File: config.mk
export PLATFORM = sky130hd
export DESIGN_NAME = liu_unit
export DESIGN_NICKNAME = d
export VERILOG_FILES = /design/src/liu_pkg.sv /design/src/liu_tmr_mem.sv /design/src/liu_unit.sv
export SDC_FILE = /design/constraint.sdc
export NUM_CORES = 1
export LEC_CHECK = 0
export BUFFER_PORTS_ARGS = -buffer_cell sky130_fd_sc_hd__buf_2
export CORE_MARGIN = 2
export CORE_UTILIZATION = 62
export CTS_CLUSTER_DIAMETER = 30
export DETAILED_ROUTE_END_ITERATION = 6
export PLACE_DENSITY = 0.83
export SYNTH_ARGS = -nofsm -noshare
export SYNTH_HDL_FRONTEND = slang
export SYNTH_SLANG_ARGS = --single-unit
File: constraint.sdc
create_clock -name clock -period 39 [get_ports clock]
set_input_delay 11.7 -clock clock [delete_from_list [all_inputs] [get_ports clock]]
set_output_delay 11.7 -clock clock [all_outputs]
set_load 0.02 [all_outputs]
File: src/liu_pkg.sv
package liu_pkg;
  // Register window
  localparam logic [31:0] BASE_RST    = 32'hFEE00000;
  localparam int          WIN_LSB     = 12;
  localparam logic [11:0] OFS_CMD_LO  = 12'h300;
  localparam logic [11:0] OFS_CMD_HI  = 12'h310;
  localparam logic [11:0] OFS_TMR_LO  = 12'h180;
  localparam logic [11:0] OFS_TMR_HI  = 12'h1F0;
  localparam int          TMR_IDX_LSB = 4;
  localparam int          TMR_WORDS   = 8;
  // Command register fields
  localparam int          VEC_LSB     = 0;
  localparam int          TYPE_LSB    = 8;
  localparam int          BUSY_BIT    = 12;
  localparam int          TRIG_BIT    = 15;
  localparam int          SH_LSB      = 18;
  localparam int          DEST_LSB    = 24;
  // Message types
  localparam logic [2:0]  MT_FIXED    = 3'h0;
  localparam logic [2:0]  MT_SYSMGMT  = 3'h2;
  localparam logic [2:0]  MT_NMI      = 3'h4;
  localparam logic [2:0]  MT_RESTART  = 3'h5;
  localparam logic [2:0]  MT_STARTUP  = 3'h6;
  // Destination shorthand
  localparam logic [1:0]  SH_NONE     = 2'h0;
  localparam logic [1:0]  SH_SELF     = 2'h1;
  localparam logic [1:0]  SH_ALL      = 2'h2;
  localparam logic [3:0]  DEST_ALL    = 4'hF;
  // Message frame: type, trigger, destination, vector
  localparam int          FRAME_W     = 16;
  localparam int          FR_TYPE     = 13;
  localparam int          FR_TRIG     = 12;
  localparam int          FR_DEST     = 8;
  localparam int          FR_VEC      = 0;
  localparam logic [2:0]  FRAME_LAST  = 3'h7;
  localparam logic [2:0]  CNT_ONE     = 3'h1;
  // Read select
  localparam logic [1:0]  RS_ZERO     = 2'h0;
  localparam logic [1:0]  RS_LO       = 2'h1;
  localparam logic [1:0]  RS_HI       = 2'h2;
  localparam logic [1:0]  RS_TMR      = 2'h3;

  typedef enum logic {TX_IDLE, TX_SEND} liu_tx_t;
endpackage

File: src/liu_tmr_mem.sv
`timescale 1ns/10ps
module liu_tmr_mem
  import liu_pkg::*;
(
  // Clock and reset
  input  wire logic        clock,
  input  wire logic        rst,
  input  wire logic        ce,
  // Single-bit write
  input  wire logic        we,
  input  wire logic [2:0]  waddr,
  input  wire logic [4:0]  wbit,
  input  wire logic        wval,
  // Word read
  input  wire logic [2:0]  raddr,
  output logic      [31:0] rdata_q
);

  logic [31:0] mem_q [TMR_WORDS];

  // Cleared at reset so a read never returns unknown bits
  always_ff @(posedge clock or posedge rst)
  begin
    if (rst)
    begin
      for (int i = 0; i < TMR_WORDS; i++)
        mem_q[i] <= 32'h00000000;
      rdata_q <= 32'h00000000;
    end
    else if (ce)
    begin
      if (we)
        mem_q[waddr][wbit] <= wval;
      rdata_q <= mem_q[raddr];
    end
  end
endmodule

File: src/liu_unit.sv
`timescale 1ns/10ps
// Function
// RQ1: Command register write sends interprocessor message
// RQ2: Message targets peers or this unit itself
// RQ3: Received message delivered by vector, trigger mode
// RQ4: Accept router, peer and self messages
// RQ5: Router supplies programmed vector per pin
// RQ6: Disabled unit passes legacy controller interrupts
// RQ7: Fixed, nonblockable, restart, management, startup messages
// RQ8: Older variant uses dedicated three-wire bus
// RQ9: Newer variant uses system bus messages
// RQ10: Four-kilobyte window, reset base FEE00000
// RQ11: Software maps window as strict uncached
// RQ12: Same base everywhere, relocatable per unit
// RQ13: Window accesses serviced inside, no bus cycle
// RQ14: Software uses aligned 32-bit accesses
// RQ15: Other addresses go to memory path
// RQ16: Disabled unit neither sends nor accepts messages; a send already in flight when the unit is disabled still completes
module liu_unit
  import liu_pkg::*;
(
  // Clock, reset, enable
  input  wire logic        clock,
  input  wire logic        rst,
  input  wire logic        ce,
  // Configuration
  input  wire logic [3:0]  my_id,
  input  wire logic        unit_enable,
  input  wire logic        bus_mode,
  input  wire logic        base_load,
  input  wire logic [31:0] base_value,
  // Core access
  input  wire logic        acc_valid,
  input  wire logic        acc_write,
  input  wire logic [31:0] acc_addr,
  input  wire logic [31:0] acc_wdata,
  output logic             acc_hit_q,
  output logic      [31:0] acc_rdata_q,
  // Memory path
  output logic             mem_req_q,
  output logic             mem_write_q,
  output logic      [31:0] mem_addr_q,
  output logic      [31:0] mem_wdata_q,
  // System bus message out
  output logic             tx_valid_q,
  input  wire logic        tx_ready,
  output logic      [15:0] tx_msg_q,
  // System bus message in
  input  wire logic        rx_valid,
  input  wire logic [2:0]  rx_type,
  input  wire logic        rx_trig,
  input  wire logic [3:0]  rx_dest,
  input  wire logic [7:0]  rx_vector,
  // Three-wire bus
  input  wire logic [2:0]  wire_in,
  output logic      [2:0]  wire_out_q,
  output logic      [2:0]  wire_oe_n_q,
  // Legacy controller
  input  wire logic        legacy_valid,
  input  wire logic [7:0]  legacy_vector,
  // Core delivery
  output logic             core_int_q,
  output logic      [7:0]  core_vector_q,
  output logic             core_trig_q,
  output logic             core_nmi_q,
  output logic             core_restart_q,
  output logic             core_sysmgmt_q,
  output logic             core_startup_q
);

  ////////////////////////////////////////////////////////////////////////
  function automatic logic in_win(input logic [31:0] a,
                                  input logic [31:0] b);
    return a[31:WIN_LSB] == b[31:WIN_LSB];
  endfunction

  function automatic logic dest_ok(input logic [3:0] d,
                                   input logic [3:0] id);
    return d == id || d == DEST_ALL;
  endfunction

  ////////////////////////////////////////////////////////////////////////
  logic [31:0]        base_q,      base_d;
  logic [31:0]        cmd_lo_q,    cmd_lo_d;
  logic [31:0]        cmd_hi_q,    cmd_hi_d;
  logic               ack1_q,      ack1_d;
  logic [1:0]         rsel_q,      rsel_d;
  logic               acc_hit_d,   mem_req_d,  mem_write_d;
  logic [31:0]        acc_rdata_d, mem_addr_d, mem_wdata_d;
  liu_tx_t            tx_st_q,     tx_st_d;
  logic               tx_valid_d;
  logic [15:0]        tx_msg_d,    tx_sh_q,    tx_sh_d;
  logic [2:0]         tx_cnt_q,    tx_cnt_d,   rx_cnt_q,   rx_cnt_d;
  logic [15:0]        rx_sh_q,     rx_sh_d,    self_msg_q, self_msg_d;
  logic               rx_done_q,   rx_done_d,  self_pend_q, self_pend_d;
  logic [2:0]         wire_out_d,  wire_oe_n_d;
  logic               core_int_d,  core_trig_d, core_nmi_d;
  logic               core_restart_d, core_sysmgmt_d, core_startup_d;
  logic [7:0]         core_vector_d;
  logic               hit, cmd_wr, send_go, ser_go, dv, tmr_we;
  logic [11:0]        off;
  logic [1:0]         sh;
  logic [15:0]        frame, dmsg;
  logic [7:0]         cmd_vec;
  logic [31:0]        base_aln, tmr_rdata;

  liu_tmr_mem u_tmr (
    .clock   (clock),
    .rst     (rst),
    .ce      (ce),
    .we      (tmr_we),
    .waddr   (dmsg[FR_VEC+5 +: 3]),
    .wbit    (dmsg[FR_VEC +: 5]),
    .wval    (dmsg[FR_TRIG]),
    .raddr   (off[TMR_IDX_LSB +: 3]),
    .rdata_q (tmr_rdata)
  );

  ////////////////////////////////////////////////////////////////////////
  always_comb
  begin
    hit = acc_valid && in_win(acc_addr, base_q);
    off = acc_addr[WIN_LSB-1:0];
    sh = acc_wdata[SH_LSB +: 2];
    cmd_vec = acc_wdata[VEC_LSB +: 8];
    cmd_wr = hit && acc_write && off == OFS_CMD_LO;
    base_aln = {base_value[31:WIN_LSB], {WIN_LSB{1'b0}}};
    base_d = base_load ? base_aln : base_q; // RQ12
    cmd_lo_d = cmd_wr ? acc_wdata : cmd_lo_q;
    cmd_hi_d = (hit && acc_write && off == OFS_CMD_HI) ? acc_wdata
                                                        : cmd_hi_q;
    // Window hits answer two cycles later, nothing leaves the unit
    ack1_d = hit; // RQ13
    rsel_d = RS_ZERO;
    if (off == OFS_CMD_LO)
      rsel_d = RS_LO;
    else if (off == OFS_CMD_HI)
      rsel_d = RS_HI;
    else if (off >= OFS_TMR_LO && off <= OFS_TMR_HI)
      rsel_d = RS_TMR;
    acc_hit_d = ack1_q;
    case (rsel_q)
      RS_LO:   acc_rdata_d = cmd_lo_q | ({31'h0, tx_st_q == TX_SEND}
                                          << BUSY_BIT);
      RS_HI:   acc_rdata_d = cmd_hi_q;
      RS_TMR:  acc_rdata_d = tmr_rdata;
      default: acc_rdata_d = 32'h00000000;
    endcase
    mem_req_d = acc_valid && !hit; // RQ15
    mem_write_d = acc_write;
    mem_addr_d = acc_valid ? acc_addr : mem_addr_q;
    mem_wdata_d = acc_valid ? acc_wdata : mem_wdata_q;
    // Writes while a message is in flight still load the register but send nothing
    send_go = cmd_wr && unit_enable && tx_st_q == TX_IDLE; // RQ1 RQ16
    ser_go = send_go && !bus_mode && sh != SH_SELF;
    frame = {acc_wdata[TYPE_LSB +: 3], acc_wdata[TRIG_BIT],
             (sh == SH_NONE) ? cmd_hi_q[DEST_LSB +: 4] : DEST_ALL,
             cmd_vec};
    tx_st_d = tx_st_q;
    tx_valid_d = tx_valid_q;
    tx_msg_d = tx_msg_q;
    tx_sh_d = tx_sh_q;
    tx_cnt_d = tx_cnt_q;
    wire_out_d = wire_out_q;
    wire_oe_n_d = wire_oe_n_q;
    case (tx_st_q)
      TX_IDLE:
        if (send_go && sh != SH_SELF)
        begin
          tx_st_d = TX_SEND;
          tx_msg_d = frame;
          tx_cnt_d = 3'h0;
          if (bus_mode)
            tx_valid_d = 1'b1; // RQ9
          else
          begin
            tx_sh_d = frame << 2; // RQ8
            wire_out_d = {frame[FRAME_W-1 -: 2], 1'b0};
            wire_oe_n_d = 3'b000;
          end
        end
      TX_SEND:
        if (tx_valid_q)
        begin
          if (tx_ready)
          begin
            tx_valid_d = 1'b0;
            tx_st_d = TX_IDLE;
          end
        end
        else if (tx_cnt_q == FRAME_LAST)
        begin
          wire_oe_n_d = 3'b111;
          tx_st_d = TX_IDLE;
        end
        else
        begin
          wire_out_d = {tx_sh_q[FRAME_W-1 -: 2], 1'b0};
          tx_sh_d = tx_sh_q << 2;
          tx_cnt_d = tx_cnt_q + CNT_ONE;
        end
      default:
        tx_st_d = TX_IDLE;
    endcase
    // Own frames are not heard; frame wire low marks a frame
    rx_done_d = 1'b0;
    rx_sh_d = rx_sh_q;
    rx_cnt_d = 3'h0;
    if (!bus_mode && !wire_in[0] && wire_oe_n_q[0])
    begin
      rx_sh_d = {rx_sh_q[FRAME_W-3:0], wire_in[2:1]}; // RQ8
      rx_cnt_d = rx_cnt_q + CNT_ONE;
      rx_done_d = rx_cnt_q == FRAME_LAST;
    end
    // External messages win the slot; a self message waits
    dv = 1'b0;
    dmsg = self_msg_q;
    self_pend_d = self_pend_q;
    if (unit_enable)
    begin
      if (bus_mode && rx_valid && dest_ok(rx_dest, my_id))
      begin
        dv = 1'b1; // RQ4 RQ9
        dmsg = {rx_type, rx_trig, rx_dest, rx_vector};
      end
      else if (!bus_mode && rx_done_q
               && dest_ok(rx_sh_q[FR_DEST +: 4], my_id))
      begin
        dv = 1'b1; // RQ4
        dmsg = rx_sh_q;
      end
      else if (self_pend_q)
      begin
        dv = 1'b1;
        self_pend_d = 1'b0;
      end
    end
    else
      self_pend_d = 1'b0; // RQ16
    // Set after clear so a new self message is never lost
    self_msg_d = self_msg_q;
    if (send_go && (sh == SH_SELF || sh == SH_ALL))
    begin
      self_pend_d = 1'b1; // RQ2
      self_msg_d = frame;
    end
    core_int_d = 1'b0;
    core_nmi_d = 1'b0;
    core_restart_d = 1'b0;
    core_sysmgmt_d = 1'b0;
    core_startup_d = 1'b0;
    core_trig_d = core_trig_q;
    core_vector_d = core_vector_q;
    tmr_we = 1'b0;
    if (!unit_enable)
    begin
      if (legacy_valid)
      begin
        core_int_d = 1'b1; // RQ6
        core_vector_d = legacy_vector;
        core_trig_d = 1'b0;
      end
    end
    else if (dv)
    begin
      case (dmsg[FR_TYPE +: 3]) // RQ7
        MT_FIXED:
        begin
          core_int_d = 1'b1; // RQ3
          core_vector_d = dmsg[FR_VEC +: 8];
          core_trig_d = dmsg[FR_TRIG];
          tmr_we = 1'b1;
        end
        MT_NMI:     core_nmi_d = 1'b1;
        MT_RESTART: core_restart_d = 1'b1;
        MT_SYSMGMT: core_sysmgmt_d = 1'b1;
        MT_STARTUP:
        begin
          core_startup_d = 1'b1;
          core_vector_d = dmsg[FR_VEC +: 8];
        end
        default:    core_int_d = 1'b0;
      endcase
    end
  end

  ////////////////////////////////////////////////////////////////////////
  always_ff @(posedge clock or posedge rst)
  begin
    if (rst)
    begin
      base_q <= BASE_RST; // RQ10
      {cmd_lo_q, cmd_hi_q, acc_rdata_q} <= '0;
      {ack1_q, acc_hit_q, mem_req_q, mem_write_q} <= '0;
      {mem_addr_q, mem_wdata_q, rsel_q} <= '0;
      tx_st_q <= TX_IDLE;
      {tx_valid_q, tx_msg_q, tx_sh_q, tx_cnt_q} <= '0;
      {rx_sh_q, rx_cnt_q, rx_done_q} <= '0;
      {self_msg_q, self_pend_q, wire_out_q} <= '0;
      wire_oe_n_q <= 3'b111;
      {core_int_q, core_vector_q, core_trig_q} <= '0;
      {core_nmi_q, core_restart_q, core_sysmgmt_q, core_startup_q} <= '0;
    end
    else if (ce)
    begin
      base_q <= base_d;
      cmd_lo_q <= cmd_lo_d;
      cmd_hi_q <= cmd_hi_d;
      ack1_q <= ack1_d;
      rsel_q <= rsel_d;
      acc_hit_q <= acc_hit_d;
      acc_rdata_q <= acc_rdata_d;
      mem_req_q <= mem_req_d;
      mem_write_q <= mem_write_d;
      mem_addr_q <= mem_addr_d;
      mem_wdata_q <= mem_wdata_d;
      tx_st_q <= tx_st_d;
      tx_valid_q <= tx_valid_d;
      tx_msg_q <= tx_msg_d;
      tx_sh_q <= tx_sh_d;
      tx_cnt_q <= tx_cnt_d;
      rx_sh_q <= rx_sh_d;
      rx_cnt_q <= rx_cnt_d;
      rx_done_q <= rx_done_d;
      self_msg_q <= self_msg_d;
      self_pend_q <= self_pend_d;
      wire_out_q <= wire_out_d;
      wire_oe_n_q <= wire_oe_n_d;
      core_int_q <= core_int_d;
      core_vector_q <= core_vector_d;
      core_trig_q <= core_trig_d;
      core_nmi_q <= core_nmi_d;
      core_restart_q <= core_restart_d;
      core_sysmgmt_q <= core_sysmgmt_d;
      core_startup_q <= core_startup_d;
    end
  end

  ////////////////////////////////////////////////////////////////////////
  // Checks assume ce held high
  AST_SEND: assert property (@(posedge clock) disable iff (rst || !ce) // RQ1
    send_go && bus_mode && sh != SH_SELF |=> tx_valid_q
      && tx_msg_q[FR_VEC +: 8] == $past(cmd_vec))
    else $error("command write did not issue a message");
  AST_SELF: assert property (@(posedge clock) disable iff (rst || !ce) // RQ2
    send_go && sh == SH_SELF |=> self_pend_q && tx_st_q == TX_IDLE)
    else $error("self message not queued");
  AST_RXVEC: assert property (@(posedge clock) disable iff (rst || !ce) // RQ3
    unit_enable && bus_mode && rx_valid && dest_ok(rx_dest, my_id)
      && rx_type == MT_FIXED |=> core_int_q
      && core_vector_q == $past(rx_vector) && core_trig_q == $past(rx_trig))
    else $error("fixed message vector or trigger lost");
  AST_LEGACY: assert property (@(posedge clock) disable iff (rst || !ce) // RQ6
    !unit_enable && legacy_valid |=> core_int_q
      && core_vector_q == $past(legacy_vector))
    else $error("legacy interrupt not passed through");
  AST_NMI: assert property (@(posedge clock) disable iff (rst || !ce) // RQ7
    unit_enable && dv && dmsg[FR_TYPE +: 3] == MT_NMI
      |=> core_nmi_q && !core_int_q)
    else $error("nonblockable message mishandled");
  AST_WIRE: assert property (@(posedge clock) disable iff (rst || !ce) // RQ8
    ser_go |=> !wire_oe_n_q[0] [*8] ##1 wire_oe_n_q[0])
    else $error("three-wire frame length wrong");
  AST_HIT: assert property (@(posedge clock) disable iff (rst || !ce) // RQ13
    acc_valid && in_win(acc_addr, base_q) |=> !mem_req_q ##1 acc_hit_q)
    else $error("window access left the unit");
  AST_MISS: assert property (@(posedge clock) disable iff (rst || !ce) // RQ15
    acc_valid && !in_win(acc_addr, base_q)
      |=> mem_req_q && !acc_hit_q && mem_addr_q == $past(acc_addr))
    else $error("outside access not passed on");
  AST_BASE: assert property (@(posedge clock) disable iff (rst || !ce) // RQ12
    base_load |=> base_q == $past(base_aln))
    else $error("base not relocated");
  AST_DIS: assert property (@(posedge clock) disable iff (rst || !ce) // RQ16
    !unit_enable && tx_st_q == TX_IDLE |=> tx_st_q == TX_IDLE && !tx_valid_q
      && !core_nmi_q && !core_sysmgmt_q)
    else $error("disabled unit handled a message");
endmodule

==> key figures <==
Synthesis
  – EDFF count, synth: 0
  – Dominant cells by area after synthesis: dfrtp_1 50%, mux2_2 20%, mux4_2 5.3%
  – Cell variety after synth: 67
  – Count of warnings emitted by yosys: 0
  – Most common cell in the netlist: dfrtp_1
  – Mapped Area: 27320 µm²
  – Gate count of the mapped netlist: 2126
  – Mean Syn Cell Area: 12.85 µm²
  – Most common flop cell mapped by yosys: dfrtp_1
  – Number of synthesized register bits: 559
  – Portion of the post-synthesis area used by sequential elements: 51.24%
  – Post-synthesis net count: 2270
  – Cell types with the highest counts after synthesis: 548 x dfrtp_1, 479 x mux2_2, 227 x nor4_1
  – Fraction of post-synthesis cell area in the top cell type by area: 50.19%
  – Largest area contributor in the netlist: dfrtp_1
  – Ys async rst share: 100.0%

Die
  – Top-level I/O count: 274
  – Starting Density: 63.16%
  – Area inside the core boundary: 43270 µm²
  – Total die area: 45770 µm²
  – Floorplan row count: 76
  – Die extent in x: 213.9 µm
  – Die Y-Extent: 213.9 µm

Clock tree
  – Level count of the clock H-tree: 3
  – Resized cells post-CTS: 0
  – Root Buffer: clkbuf_16
  – Number of buffers between clock root and the deepest sink: 3
  – Post-CTS Hold Buffers: 0
  – Clock input transition at the sequential cells of the worst setup and hold paths: 0.05 ns
  – Clock network latency to the later pin of the worst-skew pair: 0.64 ns
  – Post-CTS repair timing setup buffer count: 0
  – Clock tree from TritonCTS: done
  – CTS Buf Count: 102
  – Count of clock tree sinks: 559

Critical path
  – Critical setup path kind: in2reg
  – Critical path launch point type: primary input
  – Signal arrival time at the worst endpoint: 15.63 ns
  – CP Max Fanout: 132
  – Critical path capture point type: register
  – CP required: 39.55 ns

Finish
  – Proportion of layout cells with a drive suffix above 1: 45.73%
  – Growth of design area from synthesis to finish: 18.48%
  – Total of fill cells in the finished design: 2460
  – Total area of multi-input combinational cells: 12330 µm²
  – FF+latch area: 14000 µm²
  – Net count reported at finish: 2438

Placement
  – Final estimated routing congestion in global placement: 0.8817
  – Detailed placement HPWL: 40.53 mm
  – # port buffers: 260
  – Pre-CTS WS: 23.34 ns

Pwr
  – Peak ir drop on the vdd network: 39.53 µV
  – Static leakage: 14.72 nW
  – Power density over cell area: 52.90 nW/µm²
  – Sum of internal, switching and leakage power: 1.713 mW

Flow run
  – Maximum Capacitance Violations: 0

Drt
  – Total wirelength of the detailed-routed design: 75.99 mm
  – Highest layer used for signal routing: met4
  – DRT Pass-1 Iters: 5
  – DR DRC count: 0
  – Via-to-Cell Ratio: 6.735
  – Final ANT Viol Nets: 0
  – Detailed-route via count: 19984
  – Post-route met1 wirelength: 29.86 mm
  – First DRT Iteration DRCs: 2194
  – Routed WL per cell: 25.61 µm
  – Routed length on met3: 6.007 mm
  – Met2 wirelength from detailed routing: 37.37 mm

GRT
  – Via count of the first global-routing pass: 21111
  – Initial antenna violation count: 4
  – Largest net degree at the start of global routing: 258
  – Overall global routing resource usage: 33.08%
  – First-pass GRT wire length: 119.7 mm
  – Overflow left after global routing: 0

Timing
  – Min Clock Period, post-route: 15.08 ns
  – Final number of setup-violating endpoints: 0
  – Final setup TNS: 0 ns
  – Least-Margin Pin Slew: 1.596 ns
  – Clock skew: 0.03350 ns
  – Fin. max-slew vios: 107
  – Number of hold violations in the final report: 0
  – Fraction of the cycle the final worst path needs: 38.67%
  – Max transition margin: -6.376%
  – Peak Freq: 0.06631 GHz
  – Final setup slack of the worst path: 23.92 ns
  – Unrepaired setup endpoints after global routing: no

Worst hold path
  – Path type of the worst min-delay path: reg2reg

Run status
  – Violated checks: slew limit
  – Run status: complete, but fails checks
## where the power goes
group | total [mW] | leakage [nW] | switching [mW] | internal [mW]
Clock | 0.935 | 1.79 | 0.316 | 0.619
Combinational | 0.141 | 5.48 | 0.0873 | 0.0534
Sequential | 0.637 | 7.45 | 0.0255 | 0.611
## layer usage
layer  up-vias  GRT usage (%)
met2      1060          53.43
met4         0          14.85
met5         -              0
met3       231          6.120
li1       8382              -
met1     10311          44.04
## cell type report
cell class / instances / share of cell area, %
sequential: 559 / 43.26
multi-input combinational: 1322 / 38.07
clock buffer: 124 / 8.638
timing repair buffer: 289 / 4.754
clock inverter: 65 / 2.736
tap: 585 / 2.261
inverter: 20 / 0.2551
antenna: 3 / 0.02319
## kinds of logic after synthesis
family	after synthesis	synth area share (%)
DFF	559	51.24
muxes	637	28.57
buffers and inverters	245	3.837
AOI/OAI and AO/OA	205	4.726
and+or+nand+nor	445	10.44
adders and majority gates	6	0.2747
other	1	0.01372
xor gates and xnor gates	28	0.8975
## final timing paths
kind | startpoint | end | slack [ns] | cells past startpoint
worst max-delay path | my_id[1] | u_tmr.mem_q[136] | 23.92 | 9
min in group asynchronous | rst | rx_sh_q[0] | 11.23 | 2
worst min-delay path | u_tmr.mem_q[21] | u_tmr.mem_q[21] | 0.48 | 1
worst max register to register | rx_sh_q[8] | u_tmr.mem_q[136] | 34.67 | 8
max in group asynchronous | rst | rsel_q[0] | 24.18 | 5
worst min register to register | u_tmr.mem_q[21] | u_tmr.mem_q[21] | 0.48 | 1
## registers in the layout, summed over array words and instances (netlist names), 2 cells and up
name and flops:
acc_rdata_q 32, base_q 20, cmd_hi_q 32, cmd_lo_q 32, core_vector_q 8, mem_addr_q 32, mem_wdata_q 32, rsel_q 2
rx_cnt_q 3, rx_sh_q 16, self_msg_q 12, tx_cnt_q 3, tx_msg_q 16, tx_sh_q 14, u_tmr.mem_q 256, u_tmr.rdata_q 32
wire_out_q 2
## cells in the final DEF (no fill, tap or decap), drive strengths merged, types with 13 or more instances in the layout
cell / count
dfrtp: 548
mux2: 504
buf: 289
nor4: 261
clkbuf: 124
a21oi: 105
mux2i: 69
mux4: 64
nor2: 41
clkinv: 31
nand2: 30
inv: 29
o21ai: 26
nor2b: 23
nand3: 21
nor3: 19
xor2: 16
bufinv: 16
a31oi: 13
## worst max-delay path: stages
cell and delay (ns):
buf_2 0.11, xor2_1 0.15, o41a_1 0.59, nor2_1 0.57, mux2i_1 0.20, a21oi_1 0.25
mux2_8 0.61, buf_4 0.96, mux2_2 0.36
## metrics by stage
step / util (%) / std cells / cell area, µm² / hold WS, ns
after floorplan: - / 2126 / 27330 / 0.4493
after global placement: 66.30 / 2775 / 28680 / 0.4627
after detailed placement: 66.30 / 2775 / 28680 / 0.4720
after CTS: 74.81 / 2964 / 32370 / 0.4823
after global routing: 74.82 / 2967 / 32370 / 0.4936
final: 74.82 / 2967 / 32370 / 0.4781
(Power assumes the default switching activity.)
